===== src/logic/lcd_segment_column_loader_regs.vh =====
`ifndef LCD_SEGMENT_COLUMN_LOADER_REGS_VH
`define LCD_SEGMENT_COLUMN_LOADER_REGS_VH

// ----------------------------------------
// Geometry
// ----------------------------------------
`define SEG_COUNT 80
`define WORD_BITS 16
`define GROUP_COUNT 5
`define BEATS_NARROW 2'h3
`define BEATS_WIDE 2'h1
`define GROUP_FIRST 5'h01

// ----------------------------------------
// Pin vector positions
// ----------------------------------------
`define PIN_COUNT 16
`define PIN_SHIFT 0
`define PIN_LINE 1
`define PIN_WIDTH 2
`define PIN_SCAN 3
`define PIN_BLANK 4
`define PIN_FRAME 5
`define PIN_PIXEL_LO 6
`define PIN_PIXEL_HI 13
`define PIN_CAS_A 14
`define PIN_CAS_B 15
`define PIN_RESET 16'h0000

// ----------------------------------------
// Output level codes
// ----------------------------------------
`define LEVEL_0 2'h0
`define LEVEL_2 2'h1
`define LEVEL_3 2'h2
`define LEVEL_5 2'h3

// ----------------------------------------
// Register map (byte addresses)
// ----------------------------------------
`define CTRL_OFFSET 4'h0
`define STATUS_OFFSET 4'h4
`define CTRL_SOFT_BLANK 0
`define CTRL_RESET 1'h0
`define STAT_STATE_LO 0
`define STAT_CAS_LOW 3
`define STAT_GROUP_LO 4
`define STAT_BEAT_LO 9
`define STAT_WIDE 11
`define STAT_SCAN 12

`endif


===== src/logic/lcd_segment_column_loader.v =====
// Notes on behaviour
// - Take pixel inputs at shift falls when selected
// - Line pulse fall copies all 80 bits
// - Width select low four bits, high eight
// - Four or two beats make one word
// - Five words fill latch, group advances
// - Scan direction sets fill order
// - Narrow mode segment mapping per transfer
// - Wide mode segment mapping per transfer
// - Scan direction picks cascade port roles
// - Select on low cascade input, drop after 80
// - Cascade output low one shift period
// - Ignore shift clock after 80 bits
// - Line pulse resets sequencing, waits select
// - Level from frame and bit, blank forces 0
// - Blank clears line latch, loading continues
// - After blank, deselect until next line
//
// Decided for this implementation: the Avalon-MM register port and the placing of the registers.
`include "lcd_segment_column_loader_regs.vh"
`timescale 1ns/10ps
`default_nettype none

module lcd_segment_column_loader (
   input wire clock,
   input wire rst,
   input wire shiftClock,
   input wire lineLatchPulse,
   input wire widthSelect,
   input wire scanDirection,
   input wire blankControl,
   input wire framePolarity,
   input wire [7:0] pixelInputs,
   input wire cascadeAIn,
   output reg cascadeAOut,
   output reg cascadeAOe,
   input wire cascadeBIn,
   output reg cascadeBOut,
   output reg cascadeBOe,
   output reg [159:0] segmentOutputs,
   input wire [3:0] address,
   input wire read,
   input wire write,
   input wire [31:0] writedata,
   input wire [3:0] byteenable,
   output reg [31:0] readdata,
   output reg waitrequest
);

   localparam [2:0] ST_WAIT = 3'b001;
   localparam [2:0] ST_SEL = 3'b010;
   localparam [2:0] ST_DONE = 3'b100;

   // ----------------------------------------
   // Helpers
   // ----------------------------------------
   function [15:0] placeBeat;
      input [15:0] cur;
      input [1:0] beat;
      input wide;
      input [7:0] pix;
      integer j;
      begin
         placeBeat = cur;
         for (j = 0; j < 8; j = j + 1) begin
            if (wide) begin
               placeBeat[beat * 8 + 7 - j] = pix[j];
            end else if (j < 4) begin
               placeBeat[beat * 4 + 3 - j] = pix[j];
            end
         end
      end
   endfunction

   function [15:0] reverseWord;
      input [15:0] w;
      integer k;
      begin
         reverseWord = 16'h0000;
         for (k = 0; k < 16; k = k + 1) begin
            reverseWord[k] = w[15 - k];
         end
      end
   endfunction

   function [1:0] levelOf;
      input blanked;
      input frame;
      input bitValue;
      begin
         if (blanked) begin
            levelOf = `LEVEL_0;
         end else begin
            case ({frame, bitValue})
               2'b00: levelOf = `LEVEL_2;
               2'b01: levelOf = `LEVEL_0;
               2'b10: levelOf = `LEVEL_3;
               default: levelOf = `LEVEL_5;
            endcase
         end
      end
   endfunction

   // ----------------------------------------
   // Pin synchronisers
   // ----------------------------------------
   // A pin change is accepted once the second and third stages agree,
   // which rejects single-sample glitches on the slow panel wiring.
   wire [15:0] pinRaw;
   reg [15:0] sync1;
   reg [15:0] sync2;
   reg [15:0] sync3;
   reg [15:0] pinLevel;
   reg [7:0] pixelPrev;

   assign pinRaw = {cascadeBIn, cascadeAIn, pixelInputs, framePolarity,
                    blankControl, scanDirection, widthSelect,
                    lineLatchPulse, shiftClock};

   always @(posedge clock or posedge rst) begin
      if (rst) begin
         sync1 <= `PIN_RESET;
         sync2 <= `PIN_RESET;
         sync3 <= `PIN_RESET;
         pixelPrev <= 8'h00;
      end else begin
         sync1 <= pinRaw;
         sync2 <= sync1;
         sync3 <= sync2;
         pixelPrev <= sync3[`PIN_PIXEL_HI:`PIN_PIXEL_LO];
      end
   end

   genvar p;
   generate
      for (p = 0; p < `PIN_COUNT; p = p + 1) begin : pinFilter
         always @(posedge clock or posedge rst) begin
            if (rst) begin
               pinLevel[p] <= 1'b0;
            end else if (sync2[p] == sync3[p]) begin
               pinLevel[p] <= sync3[p];
            end
         end
      end
   endgenerate

   wire shiftFall;
   wire lineFall;
   wire wide;
   wire scanHigh;
   wire cascadeIn;
   reg softBlank;
   wire blankActive;

   assign shiftFall = pinLevel[`PIN_SHIFT] & ~sync2[`PIN_SHIFT] & ~sync3[`PIN_SHIFT];
   assign lineFall = pinLevel[`PIN_LINE] & ~sync2[`PIN_LINE] & ~sync3[`PIN_LINE];
   assign wide = pinLevel[`PIN_WIDTH];
   assign scanHigh = pinLevel[`PIN_SCAN];
   // Scan low samples port b, scan high samples port a
   assign cascadeIn = scanHigh ? pinLevel[`PIN_CAS_A] : pinLevel[`PIN_CAS_B];
   assign blankActive = ~pinLevel[`PIN_BLANK] | softBlank;

   // ----------------------------------------
   // Sequencing
   // ----------------------------------------
   reg [2:0] state;
   reg [1:0] beat;
   reg [4:0] groupSel;
   reg [15:0] wordBuf;
   reg wordReady;
   reg cascadeLow;
   wire takeBeat;
   wire lastBeat;

   // Beats outside the selected window are dropped, standing in for
   // the gated internal clock.
   assign takeBeat = shiftFall & ((state == ST_SEL) |
                     ((state == ST_WAIT) & ~cascadeIn));
   assign lastBeat = (beat == (wide ? `BEATS_WIDE : `BEATS_NARROW));

   always @(posedge clock or posedge rst) begin
      if (rst) begin
         state <= ST_WAIT;
         beat <= 2'h0;
         groupSel <= `GROUP_FIRST;
         wordBuf <= 16'h0000;
         wordReady <= 1'b0;
         cascadeLow <= 1'b0;
      end else if (lineFall) begin
         state <= ST_WAIT;
         beat <= 2'h0;
         groupSel <= `GROUP_FIRST;
         wordReady <= 1'b0;
         cascadeLow <= 1'b0;
      end else begin
         wordReady <= 1'b0;
         if (wordReady) begin
            groupSel <= {groupSel[3:0], 1'b0};
         end
         if (shiftFall & cascadeLow) begin
            cascadeLow <= 1'b0;
         end
         if (takeBeat) begin
            wordBuf <= placeBeat(wordBuf, beat, wide, pixelPrev);
            if (lastBeat) begin
               beat <= 2'h0;
               wordReady <= 1'b1;
            end else begin
               beat <= beat + 2'h1;
            end
            case (state)
               ST_WAIT: state <= ST_SEL;
               ST_SEL: state <= ST_SEL;
               default: state <= ST_DONE;
            endcase
            if (lastBeat & groupSel[4]) begin
               state <= ST_DONE;
               cascadeLow <= 1'b1;
            end
         end
      end
   end

   // ----------------------------------------
   // Data latch and line latch
   // ----------------------------------------
   reg [15:0] dataSlice [0:4];
   reg [79:0] lineLatch;
   integer s;

   always @(posedge clock or posedge rst) begin
      if (rst) begin
         for (s = 0; s < `GROUP_COUNT; s = s + 1) begin
            dataSlice[s] <= 16'h0000;
         end
      end else if (wordReady & ~lineFall) begin
         // Loading goes on whatever the blank input does
         for (s = 0; s < `GROUP_COUNT; s = s + 1) begin
            if (scanHigh & groupSel[s]) begin
               dataSlice[s] <= wordBuf;
            end else if (~scanHigh & groupSel[4 - s]) begin
               dataSlice[s] <= reverseWord(wordBuf);
            end
         end
      end
   end

   always @(posedge clock or posedge rst) begin
      if (rst) begin
         lineLatch <= 80'h0;
      end else if (blankActive) begin
         lineLatch <= 80'h0;
      end else if (lineFall) begin
         lineLatch <= {dataSlice[4], dataSlice[3], dataSlice[2],
                       dataSlice[1], dataSlice[0]};
      end
   end

   // ----------------------------------------
   // Outputs
   // ----------------------------------------
   integer i;

   always @(posedge clock or posedge rst) begin
      if (rst) begin
         segmentOutputs <= 160'h0;
         cascadeAOut <= 1'b1;
         cascadeBOut <= 1'b1;
         cascadeAOe <= 1'b0;
         cascadeBOe <= 1'b0;
      end else begin
         for (i = 0; i < `SEG_COUNT; i = i + 1) begin
            segmentOutputs[2 * i +: 2] <= levelOf(blankActive,
               pinLevel[`PIN_FRAME], lineLatch[i]);
         end
         cascadeAOut <= ~cascadeLow;
         cascadeBOut <= ~cascadeLow;
         cascadeAOe <= ~scanHigh;
         cascadeBOe <= scanHigh;
      end
   end

   // ----------------------------------------
   // Register slave
   // ----------------------------------------
   // Answers one cycle after a request is seen; the write lands on the
   // edge where waitrequest is sampled low.
   wire busReq;
   wire busTake;
   assign busReq = read | write;
   assign busTake = busReq & ~waitrequest;

   always @(posedge clock or posedge rst) begin
      if (rst) begin
         waitrequest <= 1'b1;
         readdata <= 32'h00000000;
         softBlank <= `CTRL_RESET;
      end else begin
         waitrequest <= ~(busReq & waitrequest);
         if (busTake & write & byteenable[0] & (address == `CTRL_OFFSET)) begin
            softBlank <= writedata[`CTRL_SOFT_BLANK];
         end
         if (busReq & waitrequest & read) begin
            readdata <= 32'h00000000;
            case (address)
               `CTRL_OFFSET: readdata[`CTRL_SOFT_BLANK] <= softBlank;
               `STATUS_OFFSET: begin
                  readdata[`STAT_STATE_LO +: 3] <= state;
                  readdata[`STAT_CAS_LOW] <= cascadeLow;
                  readdata[`STAT_GROUP_LO +: 5] <= groupSel;
                  readdata[`STAT_BEAT_LO +: 2] <= beat;
                  readdata[`STAT_WIDE] <= wide;
                  readdata[`STAT_SCAN] <= scanHigh;
               end
               default: readdata <= 32'h00000000;
            endcase
         end
      end
   end

endmodule

`default_nettype wire


===== config.mk =====
export PLATFORM = sky130hd
export DESIGN_NAME = lcd_segment_column_loader
export DESIGN_NICKNAME = d
export VERILOG_FILES = /design/src/logic/lcd_segment_column_loader.v
export VERILOG_INCLUDE_DIRS = /design/src /design/src/logic
export SDC_FILE = /design/constraint.sdc
export NUM_CORES = 1
export LEC_CHECK = 0
export BUFFER_PORTS_ARGS = -buffer_cell sky130_fd_sc_hd__buf_4
export CORE_ASPECT_RATIO = 1.75
export CORE_MARGIN = 4
export CORE_UTILIZATION = 25
export CTS_BUF_LIST = sky130_fd_sc_hd__clkbuf_16
export DETAILED_ROUTE_END_ITERATION = 12
export PLACE_DENSITY = 0.4
export SYNTH_ARGS = -nofsm -noshare
export SYNTH_HDL_FRONTEND = slang
export SYNTH_SLANG_ARGS = --single-unit

===== constraint.sdc =====
create_clock -name clock -period 13.3 [get_ports clock]
set_input_delay 1.33 -clock clock [delete_from_list [all_inputs] [get_ports clock]]
set_output_delay 1.33 -clock clock [all_outputs]
set_load 0.005 [all_outputs]

**After elaboration in Yosys (flattened, before gate mapping)**

Cells that the tools add are included.

- Word-level logic and storage cells: 637
- Input port bits: 60
- Register bits: 430

- Add/subtract/negate cells: 13
- Muxes and demuxes: 250
- Bitwise operators: 39
- Reduce and logical (&&, ||, !) cells: 108
- Order comparisons: 24
- Equality and inequality tests: 172

Operator list:

| kind | number |
|---|---|
| 16-bit two-way mux | 32 |
| 2-bit one-hot mux with 3 select lines | 80 |
| 32-bit by 1-bit greater-or-equal comparator with 1-bit output, second input constant | 12 |
| 32-bit by 5-bit less-than comparator with 1-bit output, second input constant | 12 |
| 16-bit bitwise mux | 12 |
| 2-bit two-way mux | 84 |
| 2-bit by 1-bit == test with 1-bit output, second input constant | 80 |
| 2-bit == test, second input constant | 80 |
| 2-bit logical NOT | 80 |
| 80-bit two-way mux | 2 |
| 32-bit by 2-bit subtractor with 32-bit output, second input constant | 3 |
| 32-bit by 3-bit subtractor with 32-bit output, second input constant | 3 |
| 32-bit by 1-bit subtractor with 32-bit output, second input constant | 2 |
| 1-bit demux with 4-bit select | 12 |
| 1-bit AND | 25 |
| 1-bit two-way mux | 20 |
| 2-bit nonzero test | 8 |
| 1-bit logical AND | 12 |
| 12-bit two-way mux | 1 |
| 3-bit two-way mux | 4 |
| 2-bit AND reduction | 6 |
| 1-bit NOT | 11 |
| 5-bit two-way mux | 2 |
| 1-bit == test | 8 |
| other kinds (13) | 15 |

**Longest topological paths before layout**

Gate-level depths: netlist (run 1).

- Word-level depth: 35
- Depth in mapped cells: 7
- Mapped depth without buffers: 6

**Worst setup path before layout (run 1)**

Ideal clock, no wire load.

- Path type: reg-to-reg
- Start: register pinLevel[5]
- End: register segmentOutputs[0]
- Setup time: 119 ps
- Slack: 9,161 ps
- Path buffers: 0
- Stages on the path, launching flop included: 3
- Data required time: 13,181 ps
- Arrival time: 4,020 ps
- Cell sequence: dfrtp_1 -> ha_1 -> and2_1

- Longest elaborated chain between the ends: 3

Ends and longest elaborated chain:

| item | line | source |
|---|---|---|
| from (decl) | lcd_segment_column_loader.v:113 | `reg [15:0] pinLevel;` |
| from (signal, indexed assignment) | lcd_segment_column_loader.v:141 | `pinLevel[p] <= sync3[p];` |
| 2-bit == test, or another cell as far along | lcd_segment_column_loader.v:94 | `case ({frame, bitValue})` |
| 2-bit one-hot mux with 3 select lines (*) | lcd_segment_column_loader.v:94 |  |
| 2-bit two-way mux (*) | lcd_segment_column_loader.v:91 | `if (blanked) begin` |
| to (signal, indexed assignment) | lcd_segment_column_loader.v:273 | `segmentOutputs[2 * i +: 2] <= levelOf(blankActive,` |
| to (decl) | lcd_segment_column_loader.v:40 | `output reg [159:0] segmentOutputs,` |

Every way passes the cells marked *; elsewhere a longest branch is shown, timed or not.
A chain may end at the register's enable or synchronous reset.

**Worst setup path after layout (run 1)**

- Start: register sync2[1]
- End: register dataSlice[7] in the netlist's numbering

- Longest elaborated chain between the ends: 6

Ends and longest elaborated chain:

| item | line | source |
|---|---|---|
| from (decl) | lcd_segment_column_loader.v:111 | `reg [15:0] sync2;` |
| from (signal assigned) | lcd_segment_column_loader.v:123 | `` sync2 <= `PIN_RESET; `` |
| from (signal assigned) | lcd_segment_column_loader.v:128 | `sync2 <= sync1;` |
| 1-bit NOT | lcd_segment_column_loader.v:156 | `` assign lineFall = pinLevel[`PIN_LINE] & ~sync2[`PIN_LINE] & ~sync3[`PIN_LINE]; `` |
| 1-bit AND (2 in a row) | lcd_segment_column_loader.v:156 |  |
| 1-bit NOT | lcd_segment_column_loader.v:236 | `end else if (wordReady & ~lineFall) begin` |
| 1-bit AND | lcd_segment_column_loader.v:236 |  |
| 2-bit AND reduction (no line) | -- |  |
| to (signal, indexed assignment) | lcd_segment_column_loader.v:240 | `dataSlice[s] <= wordBuf;` |
| to (signal, indexed assignment) | lcd_segment_column_loader.v:242 | `dataSlice[s] <= reverseWord(wordBuf);` |
| to (decl) | lcd_segment_column_loader.v:227 | `reg [15:0] dataSlice [0:4];` |

Every way passes these cells.

==> results.md, run 1 <==
- Initial antenna violation count: 0
- Number of H-tree levels: 2
- # nets final: roughly 1.9k
- Setup_tns: 0 ns
- Worst setup EP type: flip-flop
- CTS tree: yes
- Final Max Tran Viols: 0
- DIE AREA: roughly 75000 sq um
- Initial Util: between 20% and 30%
- Final setup skew: roughly 0.012 ns
- WS Path Type: reg -> reg
- CTS root buf: clkbuf_16
- Top post-synthesis cells by area: dfrtp_1 60%, ha_1 12%, a22o_1 4.6%
- Hold Violations, Final: 0
- Row count: roughly 130
- Worst-path fanout max: 17
- Mapped Cells: 1463
- RSZ-0062 raised after global routing: no
- Synthesized area per cell: around 12 sq um
- Worst hold path depth: 0
- Detail Route Antenna Nets: 0
- DP Wirelength: roughly 29000 um
- First-pass iteration count of the detailed router: 4
- Period Utilization, post-route: 19.9%
- Top FF cell, synth: dfrtp_1
- Reg2Reg Depth: 4
- Synth cell types: 47
- Leakage: around 0.011 uW
- Port Buffers: 203
- Starting DRT DRC Count: 341
- Max IR drop VDD: about 0.097 mV
- Critical Path Start Type: flip-flop
- Ys async rst share: 100%
- Reg2Reg Setup Slack: 10.65 ns
- Detailed Route WL: approximately 46000 um
- Reg2reg end: dataSlice[7]
- Post-CTS Setup Repair Bufs: 0
- Max Freq: between 0.3 and 0.4 GHz
- Antenna diode count: 0
- Drt via density: about 4.2
- Largest net degree at the start of global routing: 164
- IO Count: around 260
- Fraction of layout cells with a size suffix above 1: between 10% and 20%
- Die H: between 300 and 400 um
- #FFs+latches synth: 430
- Final WS setup: around 11 ns
- PwrDens: 148 nW/um^2
- Total vias in the final route: around 11k
- Syn. warnings: 0
- Post-cts gate resize count: 0
- Most frequent cell after synthesis: dfrtp_1
- Worst slew pin tran: approximately 1.1 ns
- Tmin final: between 2 and 3 ns
- # fillers: about 7.2k
- Post-Syn Area: between 15000 and 20000 sq um
- Max Cap Viol: 0
- Grt ovf: 0
- Top cell type by total area after synthesis: dfrtp_1
- Clock buffer depth: 3
- Die width: about 210 um
- Vias in the first global route: between 10k and 15k
- Worst path required time: 13.74 ns
- Syn-to-layout area delta: 21.7%
- Hold wc startpoint: sync3[8]
- Final setup fails: 0
- Status: finished, final reports clean
- Drt wl/cell: 17.7 um
- Post-synth EDFFs: 0
- Pre-CTS WS: slightly below 10 ns
- Sequential-to-total area share from yosys stat: between 60% and 70%
- Core ar.: 69800 sq um
- Worst skew pair latency: between 0.5 and 0.6 ns
- WP data arrival: just over 3 ns
- Drt drc: 0
- Slew headroom: ~27%
- Top cell type's share of synthesized area: between 60 and 70%
- Overall routing resource usage: around an eighth
- First-pass GRT wire length: approximately 71000 um
- Total CTS buffers: between 40 and 50
- HP Class: reg -> reg
- Commonest cells in the netlist: 426 x dfrtp_1, 187 x nor2_1, 164 x ha_1, 137 x inv_1, 92 x a22o_1
- Hold Crit Endpoint: pixelPrev[2]
- Worst R2R Start: sync2[1]
- Clk sinks: between 400 and 500
- Worst-path clk slew: ~0.060 ns
- GP Congestion: 0.695
- CTS Hold Bufs: 0
==> state kept, by name, summed over array words and instances, names as in the netlist, 2 cells and up, named ones only <==
signal,count
sync3,16
sync1,16
pinLevel,6
groupSel,5
beat,2
lineLatch,80
state,3
sync2,16
dataSlice,80
pixelPrev,8
segmentOutputs,160
readdata,13
wordBuf,8
==> logic make-up (layout without fill, tap and decap cells) <==
logic type | count (synthesis) | count (layout) | synth area share [%]
simple gates | 323 | 323 | 8.56
buf+inv | 236 | 434 | 5.56
fa+ha+maj | 172 | 172 | 12.1
compound gates | 242 | 242 | 9.51
xor+xnor | 3 | 3 | 0.149
flops | 430 | 430 | 60.8
other cells | 1 | 19 | 0.0212
mux | 56 | 56 | 3.30
==> power by group <==
group,switching [uW],internal [uW]
Sequential,182,1410
Combinational,190,171
Clock,538,697
==> critical path, cell delays in order (launching register included) <==
cell and delay, ns:
dfrtp_1 0.41, or3b_2 0.65, nand4_1 0.65, and2_1 0.62, a21oi_1 0.16
==> worst max-delay path by stage <==
stage                   from                    endpoint  slack (ns)  depth (start not counted)
global route             rst         segmentOutputs[128]       10.29                          3
global placement         rst         segmentOutputs[134]        9.98                          3
finish              sync2[1]                dataSlice[7]       10.65                          4
CTS                      rst         segmentOutputs[128]       10.59                          3
floorplan                rst  asynchronous set/reset pin       0.002                          1
detailed placement       rst         segmentOutputs[131]        9.93                          3
==> metal layers <==
layer	track usage (%)	share of wire, %
met5	0	0
met4	4.58	3.7
met3	2.33	4.7
met2	21.5	50
met1	14.8	41
==> final cells by class <==
| class | instances | area (sq um) | share of cell area (%) |
|---|---|---|---|
| Sequential cell | 430 | 10800 | 50.0 |
| Inverter | 137 | 522 | 2.42 |
| Clock buffer | 47 | 1180 | 5.46 |
| Tap cell | 910 | 1140 | 5.29 |
| Timing Repair Buffer | 215 | 1630 | 7.56 |
| Clock inverter | 35 | 245 | 1.14 |
| Multi-Input combinational cell | 815 | 6050 | 28.1 |
==> metrics by stage <==
stage / instance area (sq um) / utilization, % / cells / total power [uW] / hold WS (ns)
2_1_floorplan: 17800 / - / 1481 / 1740 / 0.331
3_5_place_dp: 20100 / 28.8 / 2507 / 2000 / 0.336
6_report: 21500 / 30.8 / 2589 / 3190 / 0.343
4_1_cts: 21500 / 30.8 / 2589 / 3280 / 0.345
5_1_grt: 21500 / 30.8 / 2589 / 3370 / 0.348
3_3_place_gp: 20100 / 28.8 / 2507 / 2000 / 0.334
==> layout by cell type (no fill, tap or decap), drive strengths merged, types with 2 or more instances in the layout <==
cell type	n
and2	83
nand3	3
mux2i	37
o22ai	48
clkinv	18
clkinvlp	2
a21oi	68
o32a	2
xnor2	2
conb	19
nand2b	4
o22a	2
dfstp	4
dfrtp	426
ha	164
nor2	188
nor2b	2
o21ai	20
bufinv	3
or3b	2
nand2	28
nand4	7
maj3	8
a31oi	2
buf	215
mux2	19
inv	149
a22o	92
o2bb2ai	2
clkbuf	47
(Power assumes the default switching activity.)
==> run 2: changes to the inputs <==
Settings changed: PLACE_DENSITY 0.4 to 0.38.
Clock period 13.3 ns to 2.7 ns, I/O delays scaled along.
==> results.md, run 2 (synthesis results as in run 1) <==
- Initial Util: 25.3% (unchanged)
- HP Class: in -> reg (was reg -> reg)
- Number of H-tree levels: 2 (unchanged)
- Most common cell after layout, fill and taps aside: dfrtp_1 (unchanged)
- Grt ovf: 0 (unchanged)
- Syn-to-layout area delta: 24.5% (was 21.7%)
- GP Congestion: 0.716 (was 0.695)
- Crit-path slowest cell: or4b_4 (was or3b_2)
- Starting DRT DRC Count: 302 (was 341)
- Antenna diode count: 0 (unchanged)
- Worst path depth: 4 (unchanged)
- DP Wirelength: 30300 um (was 29000 um)
- Total vias in the final route: 10.9k (was 10.8k)
- Vias in the first global route: 11.7k (was 11.5k)
- Critical Path, Cell by Cell: or4b_4 > a2111o_1 > a21oi_4 > mux2_2 (was or3b_2 > nand4_1 > and2_1 > a21oi_1)
- RSZ-0062 raised after global routing: no (unchanged)
- WP data arrival: 2.72 ns (was 3.09 ns)
- Worst R2R Start: state[2] (was sync2[1])
- Pre-CTS WS: 0.462 ns (was 9.93 ns)
- Most frequent cells in the layout: 425 x dfrtp_1, 225 x buf_4, 185 x nor2_1 (was 425 x dfrtp_1, 214 x buf_4, 185 x nor2_1)
- Core ar.: 69800 sq um (unchanged)
- First-pass GRT wire length: 72900 um (was 71200 um)
- Worst skew pair latency: 0.58 ns (was 0.59 ns)
- Delay-heaviest family, CP: compound AO/OA/AOI/OAI gates (was simple AND/OR/NAND/NOR gates)
- Drt drc: 0 (unchanged)
- Tmin final: 2.26 ns (was 2.65 ns)
- Worst setup path startpoint: state[2] (was sync2[1])
- DIE AREA: 75300 sq um (unchanged)
- Largest net degree at the start of global routing: 103 (was 164)
- Max Cap Viol: 0 (unchanged)
- CTS root buf: clkbuf_16 (unchanged)
- Final Max Tran Viols: 0 (unchanged)
- CTS tree: yes (unchanged)
- Clock buffer depth: 3 (unchanged)
- IO Count: 257 (unchanged)
- WS Path Type: reg -> reg (unchanged)
- PwrDens: 727 nW/um^2 (was 148 nW/um^2)
- Worst path required time: 3.16 ns (was 13.74 ns)
- First-pass iteration count of the detailed router: 4 (unchanged)
- Clk sinks: 430 (unchanged)
- Worst-path clk slew: 0.06 ns (about the same)
- Port Buffers: 203 (unchanged)
- Die width: 209 um (unchanged)
- CP max stage delay: 0.56 ns (was 0.65 ns)
- Max Freq: 0.443 GHz (was 0.377 GHz)
- Cell Area, Placed: 20400 sq um (was 20100 sq um)
- Slew headroom: 21.6% (was 26.9%)
- Reg2Reg Depth: 4 (unchanged)
- Post-CTS Setup Repair Bufs: 0 (unchanged)
- Detailed Route WL: 46700 um (was 45900 um)
- Total CTS buffers: 45 (unchanged)
- Tot Pwr: 16000 uW (was 3190 uW)
- Most flops, register: segmentOutputs (unchanged)
- Max FFs per register: 160 (unchanged)
- Drt via density: 4.17 (about the same)
- Worst slew pin tran: 1.18 ns (was 1.10 ns)
- Fraction of layout cells with a size suffix above 1: 19.6% (was 18.8%)
- Final setup skew: 0.0169 ns (was 0.0115 ns)
- Period Utilization, post-route: 83.5% (was 19.9%)
- # nets final: 1910 (was 1868)
- Worst setup EP type: flip-flop (unchanged)
- Row count: 128 (unchanged)
- Buf/Inv on CP: 0 (unchanged)
- Final Cell Area: 22000 sq um (was 21500 sq um)
- Hold Violations, Final: 0 (unchanged)
- Biggest regs: segmentOutputs (160), dataSlice (80), lineLatch (80) (unchanged)
- CTS Hold Bufs: 22 (was 0)
- Final Hold Slack: 0.0710 ns (was 0.343 ns)
- Status: finished, final reports clean (unchanged)
- Die H: 360 um (unchanged)
- Detail Route Antenna Nets: 0 (unchanged)
- Post-cts gate resize count: 0 (unchanged)
- Max IR drop VDD: 0.442 mV (was 0.0966 mV)
- Reg2Reg Setup Slack: 0.44 ns (was 10.65 ns)
- Final WS setup: 0.444 ns (was 10.65 ns)
- Final setup fails: 0 (unchanged)
- Leakage: 0.0107 uW (was 0.0105 uW)
- Drt wl/cell: 17.8 um (was 17.7 um)
- Worst-path fanout max: 8 (was 17)
- Critical Path Start Type: flip-flop (unchanged)
- Initial antenna violation count: 0 (unchanged)
- Overall routing resource usage: 12.4% (was 12.2%)
[run 2: changes by cell type in the layout (fill, tap and decap cells not counted), moves of 2 or more]
cell / delta
buf_4: +11
dlygate4sd3_1: +22
inv_1: -4
buf_12: +9
bufinv_16: +4
inv_6: -2
clkbuf_16: -2
clkinv_4: -2
clkinvlp_4: +2
[run 2: per-layer routing]
metal / track usage, % / wire (um) / vias up
met5: 0 / 0 / -
met4: 4.23 / 1390 / 0
met3: 2.50 / 2060 / 76
met2: 22.0 / 23900 / 239
met1: 15.0 / 19300 / 5380
li1: - / - / 5253
[run 2: worst min-delay path by stage]
stage	startpoint	endpoint	slack (ns)	cells past startpoint
floorplan	shiftClock	sync1[0]	0.30	0
global placement	rst	sync1[4]	0.31	2
detailed placement	rst	sync1[4]	0.31	2
CTS	address[0]	softBlank	0.02	4
global route	address[2]	softBlank	0.05	4
finish	address[0]	softBlank	0.07	4
[run 2: stage by stage]
stage / utilization (%) / std cells / TNS (ns)
2_1_floorplan: - / 1481 / -1659.68
6_report: 31.6 / 2627 / 0
3_5_place_dp: 29.2 / 2527 / 0
5_1_grt: 31.6 / 2627 / 0
4_1_cts: 31.6 / 2627 / 0
3_3_place_gp: 29.2 / 2527 / 0
[run 2: worst register-to-register path, delay by kind of cell, from the launching register on]
kind	cells	cell delay, ns
DFF	1	0.43
AOI/OAI and AO/OA	2	0.79
and+or+nand+nor	1	0.56
muxes	1	0.36
[run 2: area by class of cell]
type | count | area [sq um]
clock buffers | 45 | 1130
clock inverters | 33 | 328
fillers | 7195 | 47800
inverters | 137 | 518
multi-input cells | 815 | 6050
flip-flops and latches | 430 | 10800
well taps | 910 | 1140
repair buffers | 257 | 2110
[run 2: power by group]
part           leakage (uW)  internal (uW)  switching, uW
sequential          0.00566           6950            860
clock              0.000729           3680           2650
combinational       0.00435            911            964
total                0.0107          11500           4470
